$ cat src/rss_cfg.svh
// constants for the rotate, subtract and skip execution block
// How it works
// - rotate left into accumulator, flags untouched
// - rotate memory left through carry
// - rotate left through carry into accumulator
// - rotate memory right, no flag change
// - rotate right into accumulator, flags untouched
// - rotate memory right through carry
// - rotate right through carry into accumulator
// - subtract with borrow into accumulator, flags
// - subtract with borrow into memory, flags
// - subtract carry set means no borrow
// - decrement memory, skip when zero
// - decrement into accumulator, skip when zero
// - increment memory, skip when zero
// - increment into accumulator, skip when zero
// - skip when selected memory bit set
// - taken skip adds one dummy cycle
// - byte set writes all ones
// - bit set forces one selected bit
// - subtract memory from accumulator, flags
// - subtract into memory, accumulator kept
// - subtract immediate from accumulator, flags
// - nibble swap in place or into accumulator
`ifndef RSS_CFG_SVH
`define RSS_CFG_SVH

`define RSS_ADDR_W      8
`define RSS_OFS_CMD     8'h00
`define RSS_OFS_ACC     8'h04
`define RSS_OFS_MEM     8'h08
`define RSS_OFS_FLAGS   8'h0c
`define RSS_OFS_STAT    8'h10

`define RSS_CMD_OP      4:0
`define RSS_CMD_BIT     7:5
`define RSS_CMD_IMM     15:8

`define RSS_FLG_C       0
`define RSS_FLG_AC      1
`define RSS_FLG_Z       2
`define RSS_FLG_OV      3

`define RSS_STAT_BUSY   0
`define RSS_STAT_SKIP   1
`define RSS_STAT_DUMMY  2

`define RSS_ACC_RST     8'h00
`define RSS_MEM_RST     8'h00
`define RSS_FLAGS_RST   4'h0

`define RSS_RESP_OKAY   2'b00
`define RSS_RESP_SLVERR 2'b10

`endif

$ cat src/rss_pkg.sv
// types shared by the execution block and its arithmetic unit
`include "rss_cfg.svh"
package rss_pkg;

    typedef enum logic [4:0] {
        RSS_OP_NOP            = 5'h00,
        RSS_OP_ROTL_ACC       = 5'h01,
        RSS_OP_ROTL_C         = 5'h02,
        RSS_OP_ROTL_C_ACC     = 5'h03,
        RSS_OP_ROTR           = 5'h04,
        RSS_OP_ROTR_ACC       = 5'h05,
        RSS_OP_ROTR_C         = 5'h06,
        RSS_OP_ROTR_C_ACC     = 5'h07,
        RSS_OP_SUB_BORROW     = 5'h08,
        RSS_OP_SUB_BORROW_MEM = 5'h09,
        RSS_OP_DEC_SKIP       = 5'h0a,
        RSS_OP_DEC_SKIP_ACC   = 5'h0b,
        RSS_OP_INC_SKIP       = 5'h0c,
        RSS_OP_INC_SKIP_ACC   = 5'h0d,
        RSS_OP_SKIP_BIT_SET   = 5'h0e,
        RSS_OP_SET_BYTE       = 5'h0f,
        RSS_OP_SET_BIT        = 5'h10,
        RSS_OP_SUB            = 5'h11,
        RSS_OP_SUB_MEM        = 5'h12,
        RSS_OP_SUB_IMM        = 5'h13,
        RSS_OP_SWAP           = 5'h14,
        RSS_OP_SWAP_ACC       = 5'h15
    } rss_op_t;

    typedef enum logic [2:0] {
        RSS_ST_IDLE  = 3'b001,
        RSS_ST_EXEC  = 3'b010,
        RSS_ST_DUMMY = 3'b100
    } rss_state_t;

    typedef struct packed {
        logic overflow_flag;
        logic zero;
        logic aux_carry_flag;
        logic carry;
    } rss_flags_t;

    typedef struct packed {
        logic       acc_we;
        logic [7:0] acc_val;
        logic       mem_we;
        logic [7:0] mem_val;
        logic       carry_we;
        logic       arith_we;
        rss_flags_t flags;
        logic       skip;
    } rss_alu_res_t;

    typedef struct packed {
        logic [`RSS_ADDR_W-1:0] addr;
        logic [2:0]             prot;
    } rss_axi_addr_t;

    typedef struct packed {
        logic [31:0] data;
        logic [3:0]  strb;
    } rss_axi_w_t;

    typedef struct packed {
        logic [31:0] data;
        logic [1:0]  resp;
    } rss_axi_r_t;

endpackage

$ cat src/rss_alu.sv
// combinational result and flag logic for one instruction
`timescale 1ns/1ps
module rss_alu (
    input  wire rss_pkg::rss_op_t     op,
    input  wire logic [7:0]           acc,
    input  wire logic [7:0]           mem,
    input  wire logic [7:0]           imm,
    input  wire logic [2:0]           bit_sel,
    input  wire logic                 carry,
    output rss_pkg::rss_alu_res_t     res
);
    import rss_pkg::*;

    logic [7:0] sub_b;
    logic       borrow_in;
    logic [8:0] diff;
    logic [4:0] low_diff;
    logic [7:0] dec_val;
    logic [7:0] inc_val;

    // subtrahend is the immediate only for the immediate form; borrow only for borrow forms
    assign sub_b     = (op == RSS_OP_SUB_IMM) ? imm : mem;
    assign borrow_in = (op == RSS_OP_SUB_BORROW || op == RSS_OP_SUB_BORROW_MEM) ? ~carry : 1'b0;
    assign diff      = {1'b0, acc} - {1'b0, sub_b} - {8'h00, borrow_in};
    assign low_diff  = {1'b0, acc[3:0]} - {1'b0, sub_b[3:0]} - {4'h0, borrow_in};
    assign dec_val   = mem - 8'h01;
    assign inc_val   = mem + 8'h01;

    // one decode for every opcode; unknown codes behave as no operation
    always_comb
    begin
        res = '0;
        res.flags.carry          = ~diff[8];
        res.flags.aux_carry_flag = ~low_diff[4];
        res.flags.overflow_flag  = (acc[7] ^ sub_b[7]) & (acc[7] ^ diff[7]);
        res.flags.zero           = (diff[7:0] == 8'h00);
        unique case (op)
            RSS_OP_ROTL_ACC: begin res.acc_we = 1'b1; res.acc_val = {mem[6:0], mem[7]}; end
            RSS_OP_ROTL_C:
            begin
                res.mem_we      = 1'b1;
                res.mem_val     = {mem[6:0], carry};
                res.carry_we    = 1'b1;
                res.flags.carry = mem[7];
            end
            RSS_OP_ROTL_C_ACC:
            begin
                res.acc_we      = 1'b1;
                res.acc_val     = {mem[6:0], carry};
                res.carry_we    = 1'b1;
                res.flags.carry = mem[7];
            end
            RSS_OP_ROTR: begin res.mem_we = 1'b1; res.mem_val = {mem[0], mem[7:1]}; end
            RSS_OP_ROTR_ACC: begin res.acc_we = 1'b1; res.acc_val = {mem[0], mem[7:1]}; end
            RSS_OP_ROTR_C:
            begin
                res.mem_we      = 1'b1;
                res.mem_val     = {carry, mem[7:1]};
                res.carry_we    = 1'b1;
                res.flags.carry = mem[0];
            end
            RSS_OP_ROTR_C_ACC:
            begin
                res.acc_we      = 1'b1;
                res.acc_val     = {carry, mem[7:1]};
                res.carry_we    = 1'b1;
                res.flags.carry = mem[0];
            end
            RSS_OP_SUB_BORROW, RSS_OP_SUB, RSS_OP_SUB_IMM:
            begin
                res.acc_we   = 1'b1;
                res.acc_val  = diff[7:0];
                res.arith_we = 1'b1;
            end
            RSS_OP_SUB_BORROW_MEM, RSS_OP_SUB_MEM:
            begin
                res.mem_we   = 1'b1;
                res.mem_val  = diff[7:0];
                res.arith_we = 1'b1;
            end
            RSS_OP_DEC_SKIP: begin res.mem_we = 1'b1; res.mem_val = dec_val; res.skip = (dec_val == 8'h00); end
            RSS_OP_DEC_SKIP_ACC: begin res.acc_we = 1'b1; res.acc_val = dec_val; res.skip = (dec_val == 8'h00); end
            RSS_OP_INC_SKIP: begin res.mem_we = 1'b1; res.mem_val = inc_val; res.skip = (inc_val == 8'h00); end
            RSS_OP_INC_SKIP_ACC: begin res.acc_we = 1'b1; res.acc_val = inc_val; res.skip = (inc_val == 8'h00); end
            RSS_OP_SKIP_BIT_SET: res.skip = mem[bit_sel];
            RSS_OP_SET_BYTE: begin res.mem_we = 1'b1; res.mem_val = 8'hff; end
            RSS_OP_SET_BIT:
            begin
                res.mem_we           = 1'b1;
                res.mem_val          = mem;
                res.mem_val[bit_sel] = 1'b1;
            end
            RSS_OP_SWAP: begin res.mem_we = 1'b1; res.mem_val = {mem[3:0], mem[7:4]}; end
            RSS_OP_SWAP_ACC: begin res.acc_we = 1'b1; res.acc_val = {mem[3:0], mem[7:4]}; end
            default: res.skip = 1'b0;
        endcase
    end

endmodule

$ cat src/rss_core.sv
// execution block with AXI4-Lite register access and instruction sequencing
//
// The AXI4-Lite slave port and the register addresses were left to the implementer.
`timescale 1ns/1ps
`include "rss_cfg.svh"
module rss_core (
    input  wire logic                  sys_clk,
    input  wire logic                  srst,
    input  wire logic                  s_awvalid,
    output logic                       s_awready,
    input  wire rss_pkg::rss_axi_addr_t s_aw,
    input  wire logic                  s_wvalid,
    output logic                       s_wready,
    input  wire rss_pkg::rss_axi_w_t   s_w,
    output logic                       s_bvalid,
    input  wire logic                  s_bready,
    output logic [1:0]                 s_bresp,
    input  wire logic                  s_arvalid,
    output logic                       s_arready,
    input  wire rss_pkg::rss_axi_addr_t s_ar,
    output logic                       s_rvalid,
    input  wire logic                  s_rready,
    output rss_pkg::rss_axi_r_t        s_r,
    output logic                       busy,
    output logic                       dummy_cycle,
    output logic                       mem_wr_pulse,
    output logic [7:0]                 mem_wr_byte,
    output logic [7:0]                 acc_byte,
    output rss_pkg::rss_flags_t        flags
);
    import rss_pkg::*;

    rss_state_t    state_r;
    rss_state_t    state_nxt;
    rss_op_t       op_r;
    logic [2:0]    bit_r;
    logic [7:0]    imm_r;
    logic [7:0]    acc_r;
    logic [7:0]    mem_r;
    rss_flags_t    flags_r;
    logic          skip_r;
    logic          mem_wr_r;
    rss_alu_res_t  alu_res;

    rss_axi_addr_t aw_r;
    rss_axi_w_t    w_r;
    logic          aw_have_r;
    logic          w_have_r;
    logic          bvalid_r;
    logic [1:0]    bresp_r;
    logic          rvalid_r;
    rss_axi_r_t    r_r;

    logic          idle;
    logic          exec;
    logic          wr_fire;
    logic          wr_mapped;
    logic          wr_ok;
    logic          cmd_go;
    logic          wr_acc;
    logic          wr_mem;
    logic          wr_flags;
    logic          rd_fire;

    assign idle = (state_r == RSS_ST_IDLE);
    assign exec = (state_r == RSS_ST_EXEC);

    // arithmetic and result selection for the latched instruction
    rss_alu u_alu (
        .op      (op_r),
        .acc     (acc_r),
        .mem     (mem_r),
        .imm     (imm_r),
        .bit_sel (bit_r),
        .carry   (flags_r.carry),
        .res     (alu_res)
    );

    // write channels are taken independently; each slot holds one item until the write completes
    assign s_awready = ~aw_have_r;
    assign s_wready  = ~w_have_r;
    assign wr_fire   = aw_have_r & w_have_r & ~bvalid_r;

    always_ff @(posedge sys_clk)
    begin
        if (srst)
        begin
            aw_have_r <= 1'b0;
            aw_r      <= '0;
        end
        else if (s_awvalid && s_awready)
        begin
            aw_have_r <= 1'b1;
            aw_r      <= s_aw;
        end
        else if (wr_fire)
        begin
            aw_have_r <= 1'b0;
        end
    end

    always_ff @(posedge sys_clk)
    begin
        if (srst)
        begin
            w_have_r <= 1'b0;
            w_r      <= '0;
        end
        else if (s_wvalid && s_wready)
        begin
            w_have_r <= 1'b1;
            w_r      <= s_w;
        end
        else if (wr_fire)
        begin
            w_have_r <= 1'b0;
        end
    end

    // register writes are refused while an instruction runs, so execution never races software
    always_comb
    begin
        wr_mapped = (aw_r.addr == `RSS_OFS_CMD) || (aw_r.addr == `RSS_OFS_ACC) ||
                    (aw_r.addr == `RSS_OFS_MEM) || (aw_r.addr == `RSS_OFS_FLAGS) ||
                    (aw_r.addr == `RSS_OFS_STAT);
        wr_ok     = wr_mapped && idle && (aw_r.addr != `RSS_OFS_STAT);
        cmd_go    = wr_fire && wr_ok && (aw_r.addr == `RSS_OFS_CMD) && w_r.strb[0];
        wr_acc    = wr_fire && wr_ok && (aw_r.addr == `RSS_OFS_ACC) && w_r.strb[0];
        wr_mem    = wr_fire && wr_ok && (aw_r.addr == `RSS_OFS_MEM) && w_r.strb[0];
        wr_flags  = wr_fire && wr_ok && (aw_r.addr == `RSS_OFS_FLAGS) && w_r.strb[0];
    end

    // write response: error for unmapped, read-only or busy-time writes
    always_ff @(posedge sys_clk)
    begin
        if (srst)
        begin
            bvalid_r <= 1'b0;
            bresp_r  <= `RSS_RESP_OKAY;
        end
        else if (wr_fire)
        begin
            bvalid_r <= 1'b1;
            bresp_r  <= wr_ok ? `RSS_RESP_OKAY : `RSS_RESP_SLVERR;
        end
        else if (s_bready)
        begin
            bvalid_r <= 1'b0;
        end
    end

    assign s_bvalid = bvalid_r;
    assign s_bresp  = bresp_r;

    // read channel: one read in flight, data registered at the address handshake
    assign s_arready = ~rvalid_r;
    assign rd_fire   = s_arvalid & ~rvalid_r;

    always_ff @(posedge sys_clk)
    begin
        if (srst)
        begin
            rvalid_r <= 1'b0;
            r_r      <= '0;
        end
        else if (rd_fire)
        begin
            rvalid_r    <= 1'b1;
            r_r.data    <= 32'h0000_0000;
            r_r.resp    <= `RSS_RESP_OKAY;
            unique case (s_ar.addr)
                `RSS_OFS_CMD:   r_r.data[15:0] <= {imm_r, bit_r, op_r};
                `RSS_OFS_ACC:   r_r.data[7:0]  <= acc_r;
                `RSS_OFS_MEM:   r_r.data[7:0]  <= mem_r;
                `RSS_OFS_FLAGS: r_r.data[3:0]  <= flags_r;
                `RSS_OFS_STAT:  r_r.data[2:0]  <= {dummy_cycle, skip_r, ~idle};
                default:        r_r.resp       <= `RSS_RESP_SLVERR;
            endcase
        end
        else if (s_rready)
        begin
            rvalid_r <= 1'b0;
        end
    end

    assign s_rvalid = rvalid_r;
    assign s_r      = r_r;

    // instruction fields are latched when the command register is written
    always_ff @(posedge sys_clk)
    begin
        if (srst)
        begin
            op_r  <= RSS_OP_NOP;
            bit_r <= 3'h0;
            imm_r <= 8'h00;
        end
        else if (cmd_go)
        begin
            op_r  <= rss_op_t'(w_r.data[`RSS_CMD_OP]);
            bit_r <= w_r.data[`RSS_CMD_BIT];
            imm_r <= w_r.strb[1] ? w_r.data[`RSS_CMD_IMM] : 8'h00;
        end
    end

    // sequencing: one execute cycle, plus a dummy cycle when the instruction skips
    always_comb
    begin
        state_nxt = state_r;
        unique case (state_r)
            RSS_ST_IDLE:  if (cmd_go) state_nxt = RSS_ST_EXEC;
            RSS_ST_EXEC:  state_nxt = alu_res.skip ? RSS_ST_DUMMY : RSS_ST_IDLE;
            RSS_ST_DUMMY: state_nxt = RSS_ST_IDLE;
            default:      state_nxt = RSS_ST_IDLE;
        endcase
    end

    always_ff @(posedge sys_clk)
    begin
        if (srst)
            state_r <= RSS_ST_IDLE;
        else
            state_r <= state_nxt;
    end

    // skip outcome of the last instruction stays readable until the next one runs
    always_ff @(posedge sys_clk)
    begin
        if (srst)
            skip_r <= 1'b0;
        else if (exec)
            skip_r <= alu_res.skip;
    end

    // accumulator: instruction result has priority, software loads only while idle
    always_ff @(posedge sys_clk)
    begin
        if (srst)
            acc_r <= `RSS_ACC_RST;
        else if (exec && alu_res.acc_we)
            acc_r <= alu_res.acc_val;
        else if (wr_acc)
            acc_r <= w_r.data[7:0];
    end

    // data memory byte under operation and its write-back strobe toward the core
    always_ff @(posedge sys_clk)
    begin
        if (srst)
        begin
            mem_r    <= `RSS_MEM_RST;
            mem_wr_r <= 1'b0;
        end
        else
        begin
            mem_wr_r <= exec && alu_res.mem_we;
            if (exec && alu_res.mem_we)
                mem_r <= alu_res.mem_val;
            else if (wr_mem)
                mem_r <= w_r.data[7:0];
        end
    end

    // status flags: rotates through carry touch carry only, subtractions touch all four
    always_ff @(posedge sys_clk)
    begin
        if (srst)
            flags_r <= `RSS_FLAGS_RST;
        else if (exec && alu_res.arith_we)
            flags_r <= alu_res.flags;
        else if (exec && alu_res.carry_we)
            flags_r.carry <= alu_res.flags.carry;
        else if (wr_flags)
            flags_r <= w_r.data[3:0];
    end

    assign busy         = ~idle;
    assign dummy_cycle  = (state_r == RSS_ST_DUMMY);
    assign mem_wr_pulse = mem_wr_r;
    assign mem_wr_byte  = mem_r;
    assign acc_byte     = acc_r;
    assign flags        = flags_r;

    // checks on committed results, one cycle after the execute cycle
    AST_ROTL_ACC: assert property (@(posedge sys_clk) disable iff (srst)
        exec && op_r == RSS_OP_ROTL_ACC |=> acc_r == {$past(mem_r[6:0]), $past(mem_r[7])}
        && mem_r == $past(mem_r) && flags_r == $past(flags_r))
        else $error("rotate left to accumulator result wrong");

    AST_ROTL_C: assert property (@(posedge sys_clk) disable iff (srst)
        exec && op_r == RSS_OP_ROTL_C |=> mem_r == {$past(mem_r[6:0]), $past(flags_r.carry)}
        && flags_r.carry == $past(mem_r[7]) && mem_wr_pulse)
        else $error("rotate left through carry wrong");

    AST_ROTR_C_ACC: assert property (@(posedge sys_clk) disable iff (srst)
        exec && op_r == RSS_OP_ROTR_C_ACC |=> acc_r == {$past(flags_r.carry), $past(mem_r[7:1])}
        && flags_r.carry == $past(mem_r[0]) && mem_r == $past(mem_r))
        else $error("rotate right through carry to accumulator wrong");

    AST_ROTR: assert property (@(posedge sys_clk) disable iff (srst)
        exec && op_r == RSS_OP_ROTR |=> mem_r == {$past(mem_r[0]), $past(mem_r[7:1])}
        && flags_r == $past(flags_r))
        else $error("rotate right wrong");

    AST_SUB_BORROW: assert property (@(posedge sys_clk) disable iff (srst)
        exec && op_r == RSS_OP_SUB_BORROW |=>
        acc_r == 8'($past(acc_r) - $past(mem_r) - {7'h00, ~$past(flags_r.carry)}))
        else $error("subtract with borrow result wrong");

    AST_SUB_CARRY: assert property (@(posedge sys_clk) disable iff (srst)
        exec && op_r == RSS_OP_SUB_MEM |=> flags_r.carry == ($past(acc_r) >= $past(mem_r))
        && flags_r.zero == (mem_r == 8'h00) && acc_r == $past(acc_r))
        else $error("subtract carry or zero wrong");

    AST_SKIP_BIT: assert property (@(posedge sys_clk) disable iff (srst)
        exec && op_r == RSS_OP_SKIP_BIT_SET |=> skip_r == $past(mem_r[bit_r]) && mem_r == $past(mem_r))
        else $error("bit test skip wrong");

    AST_SKIP_DUMMY: assert property (@(posedge sys_clk) disable iff (srst)
        exec && alu_res.skip |=> dummy_cycle ##1 idle)
        else $error("taken skip did not last two cycles");

    AST_NO_SKIP: assert property (@(posedge sys_clk) disable iff (srst)
        exec && !alu_res.skip |=> idle && !dummy_cycle)
        else $error("untaken skip inserted a dummy cycle");

    AST_SET_BYTE: assert property (@(posedge sys_clk) disable iff (srst)
        exec && op_r == RSS_OP_SET_BYTE |=> mem_r == 8'hff && flags_r == $past(flags_r))
        else $error("byte set wrong");

    AST_SWAP_ACC: assert property (@(posedge sys_clk) disable iff (srst)
        exec && op_r == RSS_OP_SWAP_ACC |=> acc_r == {$past(mem_r[3:0]), $past(mem_r[7:4])}
        && mem_r == $past(mem_r))
        else $error("nibble swap to accumulator wrong");

endmodule

$ cat config.mk
export PLATFORM = sky130hd
export DESIGN_NAME = rss_core
export DESIGN_NICKNAME = d
export VERILOG_FILES = /design/src/rss_pkg.sv /design/src/rss_alu.sv /design/src/rss_core.sv
export VERILOG_INCLUDE_DIRS = /design/src
export SDC_FILE = /design/constraint.sdc
export NUM_CORES = 1
export LEC_CHECK = 0
export ABC_AREA = 1
export ABC_CLOCK_PERIOD_IN_PS = 4700
export BUFFER_PORTS_ARGS = -buffer_cell sky130_fd_sc_hd__buf_2
export CORE_MARGIN = 5
export CORE_UTILIZATION = 35
export DETAILED_ROUTE_END_ITERATION = 10
export GPL_TIMING_DRIVEN = 0
export HOLD_SLACK_MARGIN = 0.06
export PLACE_DENSITY = 0.65
export SYNTH_ARGS = -nofsm -noshare
export SYNTH_HDL_FRONTEND = slang
export SYNTH_SLANG_ARGS = --single-unit
$ cat constraint.sdc
create_clock -name sys_clk -period 4.7 [get_ports sys_clk]
set_input_delay 0.705 -clock sys_clk [delete_from_list [all_inputs] [get_ports sys_clk]]
set_output_delay 0.705 -clock sys_clk [all_outputs]
set_load 0.01 [all_outputs]
==> reports/results.tsv, run 1 <==
metric	value	unit
routed_via_density	5.21	
layout_common_cells	nand2_1 (230), nor2_1 (121), inv_1 (117)	
synth_ff_type	dfxtp_1	
slowest_delay	0.46	ns
cts_hold_buffers	0	
cts_tree	done	
final_cells	1329	
wirelength	23.3	mm
chipWidth	142	um
synth.top_cell.area_share	29.2	%
synth-edff-count	0	
htreeDepth	3	
cts_setup_buffers	0	
hpwl	18.5	mm
ys.warnings.count	0	
vias	6926	
syn_avg_cell_area	6.20	sq um
rr_worst_depth	21	
synth.distinct_cells	44	
grt.overflow.total	0	
worstPathArrival	4.44	ns
ys_ff_latch	89	
ir_worst_vdd	166	uV
dieArea	20200	sq um
track_usage	22.8	%
powerDensity	239	nW/um^2
final_hold_viol_count	0	
drive_gt1_share	15.5	%
root_buffer	clkbuf_16	
synthArstFlopShare	0	%
critical-path-slowest-cell	fa_1	
grt_max_degree	16	
crit_path_frequent_cell	nand2_1	
critPathMaxFanout	10	
path_class	reg -> reg	
firstDrtPassIters	5	
fin_crit	4.16	ns
fin_tns_setup	0	ns
min_period_over_period	88.5	%
fillers	1889	
gp_congestion	0.978	
tightest_slew	0.776	ns
cts_buffers	9	
synth_cells	986	
rsz0062_at_grt	no	
cp.required	4.98	ns
cts_resized	0	
max_freq	241	MHz
setup_viol	0	
antenna_found_initial	0	
postPlaceCellArea	6880	sq um
fin_nets	1184	
p_total	1.71	mW
rows	48	
worstSetupStartpointType	flop	
relSlewSlack	48.3	%
ant_nets	0	
coreArea	17200	sq um
initial_core_util	35.4	%
grt_pass1_wl	35.7	mm
yosysTopAreaCell	dfxtp_1	
final_util	41.6	%
ios	129	
status	finished clean	
regArea	1780	sq um
syn-cell-area	6110	sq um
multi_input_area	3600	sq um
clk_pin_slew_worst_paths	0.07	ns
die_h	142	um
drv_slew	0	
syn_to_final_growth	17.5	%
path_cells	buf_2 > nor2_2 > nand2_1 > inv_1 > nand2_1 > clkbuf_1 > nor2_1 > a21oi_1 > fa_1 > inv_1 > ha_1 > nor2_1 > fa_1 > nand2_1 > nand2_1 > nand2_1 > a21oi_1 > or2_2 > nand2_1 > nand4_1 > a21oi_1	
layout_commonest_cell	nand2_1	
insertion_delay	0.36	ns
clock_sinks	89	
fin_worst_skew	0.0124	ns
dpl.cell_count	1314	
holdPathStages	2	
grt_pass1_vias	6399	
critPathCaptureType	flop	
diodes	0	
final_area	7180	sq um
cts.path.max_buffers	2	
synthTopCellsByArea	dfxtp_1 (29%), nand2_1 (14%), o21ai_0 (8.0%)	
yosysSeqAreaShare	29.2	%
io_buffers	86	
rrSetupSlack	0.54	ns
hp-class	reg -> reg	
drt_iter0_drc	627	
routed_wire_length_per_instance	17.5	um
p_leak	3.35	nW
cap_violations	0	
drc	0	
-- cells in the mapped netlist (9+ instances only) --
cell / number
nand2_1: 230
dfxtp_1: 89
nand3_1: 62
nand4_1: 19
buf_4: 21
o21ai_0: 98
inv_2: 9
nor2_1: 121
a21oi_1: 77
clkbuf_1: 22
inv_1: 117
nor3_1: 18
ha_1: 17
-- path summary, 6_finish.rpt --
path	startpoint	endpoint
worst min register to register	aw_r[3]	aw_r[3]
worst min-delay path	aw_r[3]	aw_r[3]
worst max-delay path	op_r[3]	flags[2]
worst max register to register	op_r[3]	flags[2]
-- power breakdown --
| part | switching (mW) | total (mW) | internal, mW |
|---|---|---|---|
| Sequential | 0.0161 | 0.800 | 0.784 |
| Clock | 0.330 | 0.746 | 0.416 |
| Combinational | 0.110 | 0.167 | 0.0573 |
-- per-layer routing --
metal  global-route usage (%)  routed length (um)
met5                        0                   0
met1                     30.3                9900
met4                     6.82                 619
met3                     6.08                2250
met2                     36.4               10500
-- critical path, delay by kind of cell (launching register included) --
kind | cells | cell delay [ns]
AND/OR/NAND/NOR | 11 | 1.47
adder cells (fa/ha/maj) | 3 | 1.02
buffers and inverters | 4 | 0.79
AO/OA/AOI/OAI | 3 | 0.47
flip-flops | 1 | 0.31
-- kinds of logic (layout without fill, tap and decap cells) --
family,Yosys count,after routing,synth area share [%]
buffers and inverters,184,285,13.0
xor gates and xnor gates,7,7,1.00
adders and majority gates,19,19,4.14
AOI/OAI and AO/OA,213,213,19.6
DFF,89,89,29.2
and+or+nand+nor,473,473,33.0
other,1,18,0.0614
-- flip-flops by register name (all words and copies together), names as in the netlist --
| register | cells |
|---|---|
| imm_r | 8 |
| aw_have_r | 1 |
| w_r | 18 |
| s_bresp | 1 |
| skip_r | 1 |
| flags | 4 |
| mem_wr_pulse | 1 |
| bit_r | 3 |
| op_r | 5 |
| state_r | 3 |
| s_r | 17 |
| s_rvalid | 1 |
| w_have_r | 1 |
| aw_r | 8 |
| s_bvalid | 1 |
| acc_byte | 8 |
| mem_wr_byte | 8 |
-- area by class of cell --
cell class,count,area share (%)
Inverter,129,6.75
Buffer,55,4.32
Sequential cell,89,24.8
Clock buffer,10,3.19
Clock inverter,5,0.889
Tap cell,225,3.92
Multi-Input combinational cell,730,50.1
Timing Repair Buffer,86,6.00
-- stage by stage --
stage	worst slack (ns)	hold WS, ns
floorplan	1.29	0.424
global placement	0.728	0.437
detailed placement	0.678	0.438
CTS	0.651	0.449
global route	0.178	0.475
finish	0.542	0.446
No activity file was read; power rests on OpenSTA's default activity.
==> inputs of run 2 (changes only) <==
--- a/config.mk
+++ b/config.mk
@@ -14,7 +14,9 @@
 export DETAILED_ROUTE_END_ITERATION = 10
 export GPL_TIMING_DRIVEN = 0
 export HOLD_SLACK_MARGIN = 0.06
+export MAX_ROUTING_LAYER = met4
 export PLACE_DENSITY = 0.65
 export SYNTH_ARGS = -nofsm -noshare
 export SYNTH_HDL_FRONTEND = slang
+export SYNTH_HIERARCHICAL = 1
 export SYNTH_SLANG_ARGS = --single-unit
==> reports/results.tsv, run 2 <==
metric	value	unit	change
critPathMaxFanout	10		unchanged
synth_common_cells	nand2_1 (261), nor2_1 (147), nand3_1 (115), inv_1 (112), dfxtp_1 (89)		
final_area	7560	sq um	+5.4%
postPlaceCellArea	7260	sq um	+5.5%
rsz0062_at_grt	no		
ant_nets	0		unchanged
routed_via_density	5.23		+0.45%
finalHoldWorstSlack	0.451	ns	+0.00491 ns
crit_path_frequent_cell	nand2_1		
cp.required	4.98	ns	about the same
clock_sinks	89		unchanged
synth.top_cell.area_share	27.5	%	-1.7 points
syn_avg_cell_area	6.10	sq um	-1.5%
chipWidth	146	um	+2.8%
yosysTopAreaCell	dfxtp_1		
yosysSeqAreaShare	27.5	%	-1.7 points
drv_slew	0		unchanged
gp_congestion	0.966		-1.2%
wirelength	24.0	mm	+2.9%
die_h	146	um	+2.8%
p_total	1.70	mW	-0.68%
slowest_delay	0.45	ns	about the same
synth-edff-count	0		unchanged
routed_wire_length_per_instance	17.0	um	-3.0%
reg2reg_from	op_r[3]		
relSlewSlack	51.3	%	+3.1 points
path_delay_family	simple AND/OR/NAND/NOR gates		
synth.distinct_cells	40		-9.1%
p_leak	3.64	nW	+8.5%
grt.overflow.total	0		unchanged
synthTopCellsByArea	dfxtp_1 (27%), nand2_1 (15%), nand3_1 (8.9%)		
clk_pin_slew_worst_paths	0.07	ns	about the same
diodes	0		unchanged
tightest_slew	0.724	ns	-0.0513 ns
cap_violations	0		unchanged
synth_most_common_cell	nand2_1		
largest_reg_flops	18		unchanged
ys.warnings.count	6		+6
powerDensity	225	nW/um^2	-5.8%
drt_iter0_drc	658		+4.9%
rows	49		+2.1%
final_util	41.8	%	+0.18 points
setup_viol	0		unchanged
hp-start	aw_r[3]		
synthArstFlopShare	0	%	unchanged
cts_resized	0		unchanged
ios	129		unchanged
fin_crit	3.85	ns	-0.305 ns
worstSetupStartpointType	flop		
hpwl	18.7	mm	+0.89%
vias	7381		+6.6%
critPathCaptureType	flop		
root_buffer	clkbuf_16		
critical-path-slowest-cell	nor2_2		
grt_max_degree	18		+2
layout_common_cells	nand2_1 (261), nor2_1 (147), nand3_1 (115)		
fin_tns_setup	0	ns	unchanged
cts_hold_buffers	0		unchanged
layout_commonest_cell	nand2_1		
cts_tree	done		
fin_nets	1260		+6.4%
min_period_over_period	82.0	%	-6.5 points
dieArea	21400	sq um	+5.8%
startpoint	op_r[3]		
grt_pass1_wl	36.7	mm	+2.7%
cts.path.max_buffers	2		unchanged
cts_buffers	9		unchanged
path_class	reg -> reg		
path_cells	nor2_2 > nand3_1 > buf_2 > nor2_1 > a21oi_1 > fa_1 > fa_1 > nand2_1 > nand2_1 > nand2_1 > nand2_1 > nand3_1 > nand3_1 > nand4_1 > nand3_1 > nand2_1 > nand2_1 > a21oi_1		
drc	0		unchanged
firstDrtPassIters	5		unchanged
track_usage	22.1	%	-0.73 points
largest-register	w_r		
crit_buf_inv	1		-3
htreeDepth	3		unchanged
hp-class	reg -> reg		
synth_cells	1063		+7.8%
grt_pass1_vias	6722		+5.0%
fin_worst_skew	0.0101	ns	-0.00222 ns
worstPathArrival	4.13	ns	-0.31 ns
antenna_found_initial	0		unchanged
drive_gt1_share	15.6	%	+0.091 points
cts_setup_buffers	0		unchanged
max_freq	260	MHz	+7.9%
syn-cell-area	6490	sq um	+6.2%
final_hold_viol_count	0		unchanged
ys_ff_latch	89		unchanged
coreArea	18100	sq um	+4.9%
insertion_delay	0.35	ns	about the same
synth_ff_type	dfxtp_1		
io_buffers	85		-1.2%
initial_core_util	35.9	%	+0.43 points
ir_worst_vdd	286	uV	+73%
status	finished clean		
syn_to_final_growth	16.6	%	
[run 2: cell count changes in the layout (fill, tap and decap cells not counted), moves of 6 or more]
cell      delta
nor2_1      +26
o21ai_1      -6
nor2_2       +7
nand3_1     +53
a211oi_2     -8
o21ai_0     -23
nand2_1     +31
o21ai_2      +9
[run 2: where the power goes]
part           total, mW  internal, mW  switching (mW)  leakage [nW]
logic              0.182        0.0661           0.116          2.77
registers          0.810         0.784          0.0261         0.726
clock network      0.709         0.385           0.324         0.144
total               1.70          1.24           0.466          3.64
[run 2: tightest hold or removal path, stage by stage (launching register included)]
cell and delay, ns:
dfxtp_1 0.31, inv_1 0.05, a21oi_1 0.05
[run 2: path summary, 6_finish.rpt]
check / slack (ns) / to / cells after the start
hold reg to reg: 0.45 / aw_r[3] / 2
setup reg to reg: 0.85 / mem_wr_byte[6] / 18
hold / removal: 0.45 / aw_r[3] / 2
setup / recovery: 0.85 / mem_wr_byte[6] / 18
[run 2: layout make-up]
cell class / instances / area [sq um]
fill: 1955 / 10500
multi-input combinational: 812 / 3960
sequential: 89 / 1780
inverter: 121 / 469
timing repair buffer: 85 / 425
buffer: 58 / 340
tap: 229 / 287
clock buffer: 10 / 239
clock inverter: 6 / 61.3
[run 2: layer usage]
| metal | GRT usage (%) | share of wire [%] | routed length, um |
|---|---|---|---|
| met1 | 28.4 | 44 | 10600 |
| met2 | 34.6 | 45 | 10700 |
| met3 | 5.24 | 7.6 | 1820 |
| met4 | 6.87 | 3.4 | 809 |
| met5 | - | 0 | 0 |
[run 2: cells by family after synthesis]
family / count (synthesis) / share of synthesized area (%)
simple gates: 598 / 41.1
buf+inv: 179 / 12.5
compound gates: 173 / 14.4
flops: 89 / 27.5
fa+ha+maj: 19 / 3.90
other cells: 1 / 0.0578
xor+xnor: 4 / 0.540
[run 2: stage by stage]
stage / worst slack, ns / cells
final: 0.847 / 1410
after global routing: 0.559 / 1410
after CTS: 0.910 / 1410
after detailed placement: 0.923 / 1394
after global placement: 0.936 / 1394
after floorplan: 1.66 / 1080
